$ cat config.mk
export PLATFORM = sky130hd
export DESIGN_NAME = sld_setup
export DESIGN_NICKNAME = d
export VERILOG_FILES = /design/src/shared/sld_pkg.sv /design/src/rtl/sld_mode_decode.sv /design/src/rtl/sld_mf_counter.sv /design/src/rtl/sld_setup.sv
export SDC_FILE = /design/constraint.sdc
export NUM_CORES = 1
export LEC_CHECK = 0
export ABC_AREA = 1
export BUFFER_PORTS_ARGS = -buffer_cell sky130_fd_sc_hd__buf_2
export CAP_MARGIN = 0
export CORE_MARGIN = 1
export CORE_UTILIZATION = 60
export DETAILED_ROUTE_END_ITERATION = 6
export GPL_ROUTABILITY_DRIVEN = 1
export MAX_ROUTING_LAYER = met4
export PLACE_DENSITY = 0.89
export RECOVER_POWER = 25
export SYNTH_ARGS = -nofsm -noshare
export SYNTH_HDL_FRONTEND = slang
export SYNTH_SLANG_ARGS = --single-unit
$ cat constraint.sdc
create_clock -name CLOCK -period 12.25 [get_ports CLOCK]
set_clock_uncertainty 0.15 [all_clocks]
set_input_delay 2.45 -clock CLOCK [delete_from_list [all_inputs] [get_ports CLOCK]]
set_output_delay 2.45 -clock CLOCK [all_outputs]
set_load 0.02 [all_outputs]
$ cat src/shared/sld_pkg.sv
package sld_pkg;

  // Register addresses
  localparam logic [11:0] A_SYNC_CTRL = 12'h03A;
  localparam logic [11:0] A_SYNC_STAT = 12'h03B;
  localparam logic [11:0] A_CLK_PWR   = 12'h080;
  localparam logic [11:0] A_LANE_OFF  = 12'h201;
  localparam logic [11:0] A_RECOVERY  = 12'h230;
  localparam logic [11:0] A_LINK_CTRL = 12'h300;
  localparam logic [11:0] A_SUBCLASS  = 12'h301;
  localparam logic [11:0] A_FIX_DLY   = 12'h304;
  localparam logic [11:0] A_VAR_DLY   = 12'h306;
  localparam logic [11:0] A_LINK_SEL  = 12'h310;
  localparam logic [11:0] A_LINK_MODE = 12'h311;
  localparam logic [11:0] A_LINK_RES  = 12'h312;
  localparam logic [11:0] A_ROUTE     = 12'h313;
  localparam logic [11:0] A_STATUS    = 12'h3F0;
  localparam logic [11:0] A_CFG_LO    = 12'h450;
  localparam logic [11:0] A_CFG_HI    = 12'h45A;

  // Field positions
  localparam int CTRL_CKM_BIT   = 6;
  localparam int CTRL_DUAL_BIT  = 3;
  localparam int MODE_K32_BIT   = 4;
  localparam int MODE_SCR_BIT   = 5;
  localparam int MODE_HD_BIT    = 6;
  localparam int CLKPWR_LSB     = 6;
  localparam int REC_EQ_BIT     = 2;
  localparam int SYNC_LOCK_BIT  = 3;
  localparam int ST_CKERR0_BIT  = 0;
  localparam int ST_CKERR1_BIT  = 1;
  localparam int ST_CFGERR_BIT  = 2;
  localparam int ST_DLYERR_BIT  = 3;

  // Reset values and fixed codes
  localparam logic [7:0] LINK_MODE_RST = 8'h50;
  localparam logic [7:0] LINK_RES_REQ  = 8'hFF;
  localparam logic [7:0] JESD_VERSION  = 8'h01;
  localparam logic [1:0] PAIR_B_OFF    = 2'h1;
  localparam logic [7:0] SYNC_ONESHOT  = 8'h01;
  localparam logic [7:0] SYNC_ENABLE   = 8'h81;
  localparam logic [7:0] SYNC_ARM      = 8'hC1;
  localparam logic [7:0] VAR_DLY_MAX   = 8'h0A;

  // Clock-recovery rate ranges
  localparam logic [1:0] REC_OVERSAMPLE = 2'h0;
  localparam logic [1:0] REC_FULL       = 2'h1;
  localparam logic [1:0] REC_HALF       = 2'h2;

  typedef enum logic [2:0] {
    SY_IDLE    = 3'h0,
    SY_ONESHOT = 3'h1,
    SY_ENABLED = 3'h3,
    SY_ARMED   = 3'h2,
    SY_LOCKED  = 3'h6
  } sld_sync_t;

endpackage : sld_pkg

$ cat src/rtl/sld_mode_decode.sv
module sld_mode_decode (
  // Mode selection
  input  wire logic [3:0] mode,
  input  wire logic       k32,
  // Decoded parameters
  output logic       [2:0] conv_cnt,
  output logic       [3:0] lane_cnt,
  output logic       [1:0] samp_cnt,
  output logic       [2:0] octet_cnt,
  output logic             mode_ok,
  output logic             single_only,
  output logic             k_ok,
  output logic             hd_req,
  output logic       [5:0] cyc_per_mf,
  output logic       [7:0] lane_mask
);
  logic [1:0] shift;
  logic [5:0] kval;

  always_comb begin
    mode_ok     = 1'b1;
    single_only = (mode <= 4'h3);
    unique case (mode)
      4'h0:    {conv_cnt, lane_cnt, samp_cnt, octet_cnt} = {3'h4, 4'h8, 2'h1, 3'h1};
      4'h1:    {conv_cnt, lane_cnt, samp_cnt, octet_cnt} = {3'h4, 4'h8, 2'h2, 3'h2};
      4'h2:    {conv_cnt, lane_cnt, samp_cnt, octet_cnt} = {3'h4, 4'h4, 2'h1, 3'h2};
      4'h3:    {conv_cnt, lane_cnt, samp_cnt, octet_cnt} = {3'h4, 4'h2, 2'h1, 3'h4};
      4'h4:    {conv_cnt, lane_cnt, samp_cnt, octet_cnt} = {3'h2, 4'h4, 2'h1, 3'h1};
      4'h5:    {conv_cnt, lane_cnt, samp_cnt, octet_cnt} = {3'h2, 4'h4, 2'h2, 3'h2};
      4'h6:    {conv_cnt, lane_cnt, samp_cnt, octet_cnt} = {3'h2, 4'h2, 2'h1, 3'h2};
      4'h7:    {conv_cnt, lane_cnt, samp_cnt, octet_cnt} = {3'h2, 4'h1, 2'h1, 3'h4};
      4'h9:    {conv_cnt, lane_cnt, samp_cnt, octet_cnt} = {3'h1, 4'h2, 2'h1, 3'h1};
      4'hA:    {conv_cnt, lane_cnt, samp_cnt, octet_cnt} = {3'h1, 4'h1, 2'h1, 3'h2};
      default: begin
        {conv_cnt, lane_cnt, samp_cnt, octet_cnt} = {3'h4, 4'h8, 2'h1, 3'h1};
        mode_ok = 1'b0;
      end
    endcase
    k_ok   = k32 || !(mode == 4'h0 || mode == 4'h4 || mode == 4'h9);
    hd_req = (octet_cnt == 3'h1);
    // Frames per processing cycle is 4/F; shift by its log2
    shift  = (octet_cnt == 3'h1) ? 2'h2 : (octet_cnt == 3'h2) ? 2'h1 : 2'h0;
    kval   = k32 ? 6'h20 : 6'h10;
    cyc_per_mf = kval >> shift;
    lane_mask  = 8'((9'h001 << lane_cnt) - 9'h001);
  end

endmodule : sld_mode_decode

$ cat src/rtl/sld_mf_counter.sv
module sld_mf_counter (
  // Clock and reset
  input  wire logic       clk,
  input  wire logic       rst_n,
  // Processing-cycle tick and alignment
  input  wire logic       tick,
  input  wire logic       realign,
  input  wire logic [5:0] period,
  input  wire logic [4:0] offset,
  // Multiframe position
  output logic            boundary,
  output logic      [5:0] count
);
  typedef struct packed {
    logic [5:0] cnt;
    logic       bnd;
  } sld_mfc_t;

  sld_mfc_t s_q;
  sld_mfc_t s_d;

  always_comb begin
    s_d     = s_q;
    s_d.bnd = 1'b0;
    if (realign) begin
      s_d.cnt = 6'(offset);
    end else if (tick) begin
      if (s_q.cnt >= period - 6'h01) begin
        s_d.cnt = 6'h00;
        s_d.bnd = 1'b1;
      end else begin
        s_d.cnt = s_q.cnt + 6'h01;
      end
    end
  end

  always_ff @(posedge clk or negedge rst_n) begin
    if (!rst_n) begin
      s_q <= '0;
    end else begin
      s_q <= s_d;
    end
  end

  assign boundary = s_q.bnd;
  assign count    = s_q.cnt;

endmodule : sld_mf_counter

$ cat src/rtl/sld_setup.sv
// Notes on behaviour
// - Modes 0-3 single link only, four converters, lanes 8/8/4/2, S 1/2/1/1, F 1/2/2/4.
// - Modes 4,5,6,7,9,10 single or dual; M, L, F per the mode table.
// - High density must be 1 when F is 1, else 0.
// - Resolution and bits per sample must both be 16.
// - K must be 32 in modes 0, 4, 9; others accept 16 or 32.
// - Dual link runs two separately resettable links with identical parameters.
// - Scrambling flag set means the receiver descrambles lane data.
// - Link target 0 or 1 steers following per-link configuration writes.
// - Lane enable and deskew mask is two to the L minus one.
// - A one in the lane power-off register powers down that physical lane.
// - Checksum method must match transmitter: 0 sums fields, 1 sums registers.
// - Field checksum is low byte of L,M,K,N,Np,S minus one plus flags.
// - Register checksum is low byte of sum of registers 0x450 to 0x45A.
// - Converter power-down mask from M and dual link: 0111, 0110, 0011, else 0.
// - Dual link with M of 1 routes second pair data to converter 3.
// - Second pair clock gated off when clock power bits 7:6 read 1.
// - Recovery settings: oversample 0/1/2, full rate 0/0/1, half rate 1/0/0.
// - Subclass 1 aligns to an external system reference edge.
// - Subclass 0 uses no reference and aligns to an internal clock.
// - Internal delays count processing cycles, one fortieth of lane rate.
// - Frames per processing cycle is 4/F; cycles per multiframe is K over that.
// - Variable delay may not exceed 10 processing cycles.
// - Sync control written 0x01, 0x81, 0xC1 in order selects, enables, arms.
module sld_setup (
  // Clock and reset
  input  wire logic        CLOCK,
  input  wire logic        RST_N,
  // Register port
  input  wire logic [11:0] REG_ADDR,
  input  wire logic [7:0]  REG_WDATA,
  input  wire logic        REG_WR,
  input  wire logic        REG_RD,
  output logic      [7:0]  REG_RDATA,
  // Link timing and checksum inputs
  input  wire logic        PCLK_TICK,
  input  wire logic        SYSREF,
  input  wire logic        CHK_VALID,
  input  wire logic        CHK_LINK,
  input  wire logic [7:0]  CHK_RX,
  // Lane and converter control
  output logic      [7:0]  LANE_ENABLE,
  output logic      [7:0]  LANE_PWR_OFF,
  output logic      [3:0]  CONV_PWR_DOWN,
  output logic             PAIR_B_CLK_OFF,
  output logic             ROUTE_TO_CH3,
  output logic      [1:0]  LINK_RUN,
  output logic      [1:0]  DESCRAMBLE,
  // Clock recovery
  output logic             REC_HALF_RATE,
  output logic             REC_OVERSAMPLE,
  output logic      [1:0]  REC_LOOP_DIV,
  output logic             EQ_LOW_POWER,
  // Alignment and status
  output logic             SYNC_LOCKED,
  output logic      [1:0]  MF_BOUNDARY,
  output logic             CHECKSUM_ERR,
  output logic             CONFIG_ERR
);

  typedef struct packed {
    logic [7:0]       clk_pwr;
    logic [7:0]       lane_off;
    logic [7:0]       recovery;
    logic [7:0]       link_ctrl;
    logic [7:0]       subclass;
    logic [7:0]       fix_dly;
    logic [7:0]       var_dly;
    logic             link_sel;
    logic [1:0][7:0]  link_mode;
    logic [1:0][7:0]  link_res;
    logic             route;
    logic [10:0][7:0] cfg;
    sld_pkg::sld_sync_t sync_st;
    logic [3:0]       status;
    logic [7:0]       rdata;
    logic [7:0]       lane_en;
    logic [3:0]       conv_pd;
    logic             pair_b_off;
    logic             route_out;
    logic [1:0]       link_run;
    logic [1:0]       descr;
    logic             half;
    logic             ovs;
    logic [1:0]       div;
    logic             eq;
  } sld_state_t;

  sld_state_t s_q;
  sld_state_t s_d;

  ////////////////////////////////////////////////////////////////////////////////
  // Per-link mode decode and multiframe counters

  logic [1:0][2:0] m_cnt;
  logic [1:0][3:0] l_cnt;
  logic [1:0][1:0] s_cnt;
  logic [1:0][2:0] f_cnt;
  logic [1:0]      mode_ok;
  logic [1:0]      single_only;
  logic [1:0]      k_ok;
  logic [1:0]      hd_req;
  logic [1:0][5:0] cyc_mf;
  logic [1:0][7:0] lmask;
  logic [1:0][7:0] exp_sum;
  logic [1:0]      link_bad;
  logic            realign;
  logic            dual;

  assign dual = s_q.link_ctrl[sld_pkg::CTRL_DUAL_BIT];

  for (genvar i = 0; i < 2; i++) begin : g_link
    sld_mode_decode u_dec (
      .mode        (s_q.link_mode[i][3:0]),
      .k32         (s_q.link_mode[i][sld_pkg::MODE_K32_BIT]),
      .conv_cnt    (m_cnt[i]),
      .lane_cnt    (l_cnt[i]),
      .samp_cnt    (s_cnt[i]),
      .octet_cnt   (f_cnt[i]),
      .mode_ok     (mode_ok[i]),
      .single_only (single_only[i]),
      .k_ok        (k_ok[i]),
      .hd_req      (hd_req[i]),
      .cyc_per_mf  (cyc_mf[i]),
      .lane_mask   (lmask[i])
    );

    sld_mf_counter u_mfc (
      .clk      (CLOCK),
      .rst_n    (RST_N),
      .tick     (PCLK_TICK),
      .realign  (realign),
      .period   (cyc_mf[i]),
      .offset   (s_q.fix_dly[4:0]),
      .boundary (MF_BOUNDARY[i]),
      .count    ()
    );

    // Field checksum over the configured link parameters
    always_comb begin
      logic [7:0] kk;
      kk = s_q.link_mode[i][sld_pkg::MODE_K32_BIT] ? 8'h1F : 8'h0F;
      exp_sum[i] = 8'(l_cnt[i] - 4'h1) + 8'(m_cnt[i] - 3'h1) + kk
                 + 8'(s_q.link_res[i][3:0]) + 8'(s_q.link_res[i][7:4])
                 + 8'(s_cnt[i] - 2'h1) + 8'(s_q.link_mode[i][sld_pkg::MODE_SCR_BIT])
                 + 8'(s_q.link_mode[i][sld_pkg::MODE_HD_BIT])
                 + 8'(s_q.subclass[0]) + sld_pkg::JESD_VERSION;
    end

    assign link_bad[i] = !mode_ok[i] || !k_ok[i]
                       || (dual && single_only[i])
                       || (s_q.link_mode[i][sld_pkg::MODE_HD_BIT] != hd_req[i])
                       || (s_q.link_res[i] != sld_pkg::LINK_RES_REQ);
  end

  ////////////////////////////////////////////////////////////////////////////////
  // Derived checks

  logic [7:0] reg_sum;
  logic [7:0] expected;
  logic       cfg_bad;
  logic       ck_miss;
  logic       wr_hit;

  always_comb begin
    reg_sum = 8'h00;
    for (int j = 0; j < 11; j++) begin
      reg_sum = reg_sum + s_q.cfg[j];
    end
  end

  assign expected = s_q.link_ctrl[sld_pkg::CTRL_CKM_BIT] ? reg_sum
                                                          : exp_sum[CHK_LINK];
  assign ck_miss  = CHK_VALID && (CHK_RX != expected);
  assign cfg_bad  = link_bad[0] || (dual && (link_bad[1]
                  || s_q.link_mode[0] != s_q.link_mode[1]
                  || s_q.link_res[0] != s_q.link_res[1]));
  assign wr_hit   = REG_WR;

  // Subclass 1 waits for the reference edge, subclass 0 for an internal tick
  assign realign = (s_q.sync_st == sld_pkg::SY_ARMED)
                 && (s_q.subclass[0] ? SYSREF : PCLK_TICK);

  ////////////////////////////////////////////////////////////////////////////////
  // Next state

  always_comb begin
    logic [3:0] clr;
    logic [3:0] set;
    s_d = s_q;
    clr = 4'h0;
    set = 4'h0;
    // Register writes
    if (wr_hit) begin
      unique case (REG_ADDR)
        sld_pkg::A_CLK_PWR:   s_d.clk_pwr  = REG_WDATA;
        sld_pkg::A_LANE_OFF:  s_d.lane_off = REG_WDATA;
        sld_pkg::A_RECOVERY:  s_d.recovery = REG_WDATA;
        sld_pkg::A_LINK_CTRL: s_d.link_ctrl = REG_WDATA;
        sld_pkg::A_SUBCLASS:  s_d.subclass = {7'h00, REG_WDATA[0]};
        sld_pkg::A_FIX_DLY:   s_d.fix_dly  = {3'h0, REG_WDATA[4:0]};
        sld_pkg::A_VAR_DLY: begin
          if (REG_WDATA > sld_pkg::VAR_DLY_MAX) begin
            s_d.var_dly = sld_pkg::VAR_DLY_MAX;
            set[sld_pkg::ST_DLYERR_BIT] = 1'b1;
          end else begin
            s_d.var_dly = REG_WDATA;
          end
        end
        sld_pkg::A_LINK_SEL:  s_d.link_sel = REG_WDATA[0];
        sld_pkg::A_LINK_MODE: s_d.link_mode[s_q.link_sel] = REG_WDATA;
        sld_pkg::A_LINK_RES:  s_d.link_res[s_q.link_sel]  = REG_WDATA;
        sld_pkg::A_ROUTE:     s_d.route    = REG_WDATA[0];
        sld_pkg::A_STATUS:    clr          = REG_WDATA[3:0];
        sld_pkg::A_SYNC_CTRL: begin
          if (REG_WDATA == sld_pkg::SYNC_ONESHOT) begin
            s_d.sync_st = sld_pkg::SY_ONESHOT;
          end else if (REG_WDATA == sld_pkg::SYNC_ENABLE
                       && s_q.sync_st == sld_pkg::SY_ONESHOT) begin
            s_d.sync_st = sld_pkg::SY_ENABLED;
          end else if (REG_WDATA == sld_pkg::SYNC_ARM
                       && s_q.sync_st == sld_pkg::SY_ENABLED) begin
            s_d.sync_st = sld_pkg::SY_ARMED;
          end else begin
            s_d.sync_st = sld_pkg::SY_IDLE;
          end
        end
        default: begin
          if (REG_ADDR >= sld_pkg::A_CFG_LO && REG_ADDR <= sld_pkg::A_CFG_HI) begin
            s_d.cfg[4'(REG_ADDR - sld_pkg::A_CFG_LO)] = REG_WDATA;
          end
        end
      endcase
    end
    if (realign) begin
      s_d.sync_st = sld_pkg::SY_LOCKED;
    end
    // Sticky status: a new event wins over a clear in the same cycle
    set[sld_pkg::ST_CKERR0_BIT] = ck_miss && !CHK_LINK;
    set[sld_pkg::ST_CKERR1_BIT] = ck_miss && CHK_LINK;
    set[sld_pkg::ST_CFGERR_BIT] = cfg_bad;
    s_d.status = (s_q.status & ~clr) | set;
    // Read data
    s_d.rdata = s_q.rdata;
    if (REG_RD) begin
      unique case (REG_ADDR)
        sld_pkg::A_CLK_PWR:   s_d.rdata = s_q.clk_pwr;
        sld_pkg::A_LANE_OFF:  s_d.rdata = s_q.lane_off;
        sld_pkg::A_RECOVERY:  s_d.rdata = s_q.recovery;
        sld_pkg::A_LINK_CTRL: s_d.rdata = s_q.link_ctrl;
        sld_pkg::A_SUBCLASS:  s_d.rdata = s_q.subclass;
        sld_pkg::A_FIX_DLY:   s_d.rdata = s_q.fix_dly;
        sld_pkg::A_VAR_DLY:   s_d.rdata = s_q.var_dly;
        sld_pkg::A_LINK_SEL:  s_d.rdata = {7'h00, s_q.link_sel};
        sld_pkg::A_LINK_MODE: s_d.rdata = s_q.link_mode[s_q.link_sel];
        sld_pkg::A_LINK_RES:  s_d.rdata = s_q.link_res[s_q.link_sel];
        sld_pkg::A_ROUTE:     s_d.rdata = {7'h00, s_q.route};
        sld_pkg::A_STATUS:    s_d.rdata = {4'h0, s_q.status};
        sld_pkg::A_SYNC_STAT: begin
          s_d.rdata = 8'h00;
          s_d.rdata[sld_pkg::SYNC_LOCK_BIT] = (s_q.sync_st == sld_pkg::SY_LOCKED);
        end
        default: begin
          if (REG_ADDR >= sld_pkg::A_CFG_LO && REG_ADDR <= sld_pkg::A_CFG_HI) begin
            s_d.rdata = s_q.cfg[4'(REG_ADDR - sld_pkg::A_CFG_LO)];
          end else begin
            s_d.rdata = 8'h00;
          end
        end
      endcase
    end
    // Registered control outputs
    s_d.lane_en = dual ? {lmask[1][3:0], lmask[0][3:0]} : lmask[0];
    unique case ({m_cnt[0], dual})
      {3'h1, 1'b0}: s_d.conv_pd = 4'b0111;
      {3'h1, 1'b1}: s_d.conv_pd = 4'b0110;
      {3'h2, 1'b0}: s_d.conv_pd = 4'b0011;
      default:      s_d.conv_pd = 4'b0000;
    endcase
    s_d.pair_b_off = (s_q.clk_pwr[sld_pkg::CLKPWR_LSB +: 2] == sld_pkg::PAIR_B_OFF);
    s_d.route_out  = s_q.route && dual && (m_cnt[0] == 3'h1);
    s_d.link_run   = {s_q.link_ctrl[1] && dual, s_q.link_ctrl[0]};
    s_d.descr      = {s_q.link_mode[dual][sld_pkg::MODE_SCR_BIT] && s_d.link_run[1],
                      s_q.link_mode[0][sld_pkg::MODE_SCR_BIT]};
    unique case (s_q.recovery[1:0])
      sld_pkg::REC_FULL: {s_d.half, s_d.ovs, s_d.div} = {1'b0, 1'b0, 2'h1};
      sld_pkg::REC_HALF: {s_d.half, s_d.ovs, s_d.div} = {1'b1, 1'b0, 2'h0};
      default:           {s_d.half, s_d.ovs, s_d.div} = {1'b0, 1'b1, 2'h2};
    endcase
    s_d.eq = s_q.recovery[sld_pkg::REC_EQ_BIT];
  end

  always_ff @(posedge CLOCK or negedge RST_N) begin
    if (!RST_N) begin
      s_q           <= '0;
      s_q.link_mode <= {2{sld_pkg::LINK_MODE_RST}};
      s_q.link_res  <= {2{sld_pkg::LINK_RES_REQ}};
    end else begin
      s_q <= s_d;
    end
  end

  ////////////////////////////////////////////////////////////////////////////////
  // Outputs

  assign REG_RDATA      = s_q.rdata;
  assign LANE_ENABLE    = s_q.lane_en;
  assign LANE_PWR_OFF   = s_q.lane_off;
  assign CONV_PWR_DOWN  = s_q.conv_pd;
  assign PAIR_B_CLK_OFF = s_q.pair_b_off;
  assign ROUTE_TO_CH3   = s_q.route_out;
  assign LINK_RUN       = s_q.link_run;
  assign DESCRAMBLE     = s_q.descr;
  assign REC_HALF_RATE  = s_q.half;
  assign REC_OVERSAMPLE = s_q.ovs;
  assign REC_LOOP_DIV   = s_q.div;
  assign EQ_LOW_POWER   = s_q.eq;
  assign SYNC_LOCKED    = (s_q.sync_st == sld_pkg::SY_LOCKED);
  assign CHECKSUM_ERR   = |s_q.status[1:0];
  assign CONFIG_ERR     = s_q.status[sld_pkg::ST_CFGERR_BIT];
endmodule : sld_setup

==> run metrics <==
status finished, violations left; violated checks DRC, capacitance limit, slew limit; Die Ht ~160 um; post-synth top area cell dfrtp_1; register area share after synthesis 0.377; share of the synthesized area in the top cell type 0.341; WL/cell 18.9 um; Placer Congestion 1.01; Final min period ~6300 ps; FF-to-FF setup slack slightly below 7000 ps; nets 1964; worst ir drop on vdd 0.110 mV; WL final 40100 um; GR Overflow Total 0; FF+latch count, synth 218; PostCTS Resize Cnt 0; Max FO, Critical Path 83; largest net degree at the start of global routing 84; final setup fails 0; top cells by area in the synthesized netlist dfrtp_1, fa_1, nand2_1; Top Layer Used met4; Main synth FF type dfrtp_1; initial antenna violation count 0; Initial Util 0.615; final cell count without fillers roughly 2100; clk_lat worst skew 560 ps; met3 routed WL 4370 um; number of synthesized flops with an enable pin 0; Final Hold Viols 0; final setup margin 5980 ps; max-slew headroom at the worst pin -1.97; IO Count 80; Iter 0 DRT Violations 1542; R2R depth 21; Hold Buf Count CTS 0; met2 WL about 18000 um; Worst Setup SP RST_N; # diodes 0; Crit. path cell count 2; worst r2r src s_q[40]$_DFFE_PN0P_; Post-Place Cells 2072; CP required ~13000 ps; CP Launch Type input port; post-synth cell types 56; crit path cell chain clkbuf_1, buf_4; Pwr per Cell Area 109 nW/um^2; postcts setup bufs 0; Post-Syn Area 14500 um^2; slowest stage delay, CP 3060 ps; # rows 56; DRT Pass-1 Iters 7; die width 158 um; fmax 160 MHz; part of the cycle the worst path needs 0.512; residual DRC count 15; pre-CTS WS between 7000 and 8000 ps; Synth Instances 1754; All-Layer GR Usage 0.344; Least-Margin Pin Slew roughly 4500 ps; max-slew violations 84; RSZ-0062 raised after global routing no; reg-to-reg endpoint s_q[31]$_DFF_PN0_; clock-pin slew on the worst setup and hold paths 60 ps; Crit. End Element async pin; Max clock buf depth 3; Final ANT Viol Nets 0; worst setup path end REG_RDATA[2]$_DFFE_PN0P_; class of the worst hold path reg -> reg; Die Area 24800 um^2; Max Cap Viol 1; IO buf count a little under 80; crit-path leading delay family buffers and inverters; Crit Path Class in -> async; Yosys Warn Count 0; PnR Total Power 1.72 mW; Crit path buffers/inverters 2; post-route cell area 15700 um^2; HP Start s_d[0]$_DFFE_PN0P_; TritonCTS buffer count 25; Slowest-stage cell, CP clkbuf_1; H-tree depth 1; global-route wire length before repair about 64000 um; worst endpoint data arrival time 6680 ps; Leakage 7.44 nW; drt via density 6.05; Final HPWL DP 28800 um; Placement Cell Area 14900 um^2; setup tns final 0 ps; final hold slack ~270 ps; core box area 23600 um^2; share of layout cells above drive strength 1 0.101; Synth async-reset ratio 1.00; Root Driver clkbuf_16; Syn-to-layout area delta 8.09%; vias in the first global route approximately 12000; clk sinks 218; mean post-synth cell area 8.29 um^2; synth cell count leaders nand2_1, inv_1, o21ai_0; final core utilization 0.665; Vias 12800; CTS tree yes; most common cell in the netlist nand2_1; M1 wire length 15300 um
area by class of cell:
type                            count  area, um^2
Fill cell                        1820        7900
Sequential cell                   218        5480
Inverter                          259         975
Clock inverter                     11         131
Clock buffer                       35         733
Tap cell                          319         399
Timing Repair Buffer               82         418
Multi-Input combinational cell   1194        7570
cell usage in the layout (no fill, tap or decap), types with 12 or more instances in the layout:
cell / instances
nor2_1: 93
dfrtp_1: 198
nand2_1: 392
fa_1: 79
o22ai_1: 37
clkbuf_16: 25
a221oi_1: 12
buf_2: 76
xor2_1: 17
dfstp_2: 20
o21ai_0: 202
nand3_1: 87
inv_1: 251
ha_1: 69
nor3_1: 18
nand4_1: 24
o21ai_1: 16
a21oi_1: 36
kinds of logic (layout without fill, tap and decap cells):
family	after synthesis	after routing	synth area share
and+or+nand+nor	649	649	0.190
xor gates and xnor gates	25	25	0.0151
adders and majority gates	148	148	0.168
muxes	7	7	0.00508
DFF	218	218	0.377
buffers and inverters	350	387	0.104
other	2	10	0.000517
AOI/OAI and AO/OA	355	355	0.140
per-layer routing:
layer,up-vias,track usage
met5,-,-
met4,0,0.155
met3,178,0.0698
met2,806,0.532
met1,6077,0.438
li1,5744,-
where the power goes:
| part | internal (mW) | total [mW] | switching [mW] | leakage, nW |
|---|---|---|---|---|
| Clock | 0.463 | 0.781 | 0.318 | 0.421 |
| Sequential | 0.738 | 0.758 | 0.0201 | 2.86 |
| Combinational | 0.0575 | 0.178 | 0.120 | 4.16 |
| Total | 1.26 | 1.72 | 0.458 | 7.44 |
worst min path at each step:
stage	slack, ps	depth (start not counted)	to
floorplan	220	0	EQ_LOW_POWER$_DFF_PN0_
global placement	260	0	EQ_LOW_POWER$_DFF_PN0_
detailed placement	260	0	EQ_LOW_POWER$_DFF_PN0_
CTS	280	0	EQ_LOW_POWER$_DFF_PN0_
global route	300	0	EQ_LOW_POWER$_DFF_PN0_
finish	270	0	EQ_LOW_POWER$_DFF_PN0_
sequential cells by signal, indices dropped and copies added (netlist names), 2 cells and up:
register and cells:
CONV_PWR_DOWN 3, DESCRAMBLE 2, LANE_ENABLE 8, LANE_PWR_OFF 8, LINK_RUN 2, REC_LOOP_DIV 2
REG_RDATA 8, g_link.u_mfc.boundary 2, g_link.u_mfc.count 12, s_d 3, s_q 162
No activity file was read; power rests on OpenSTA's default activity.
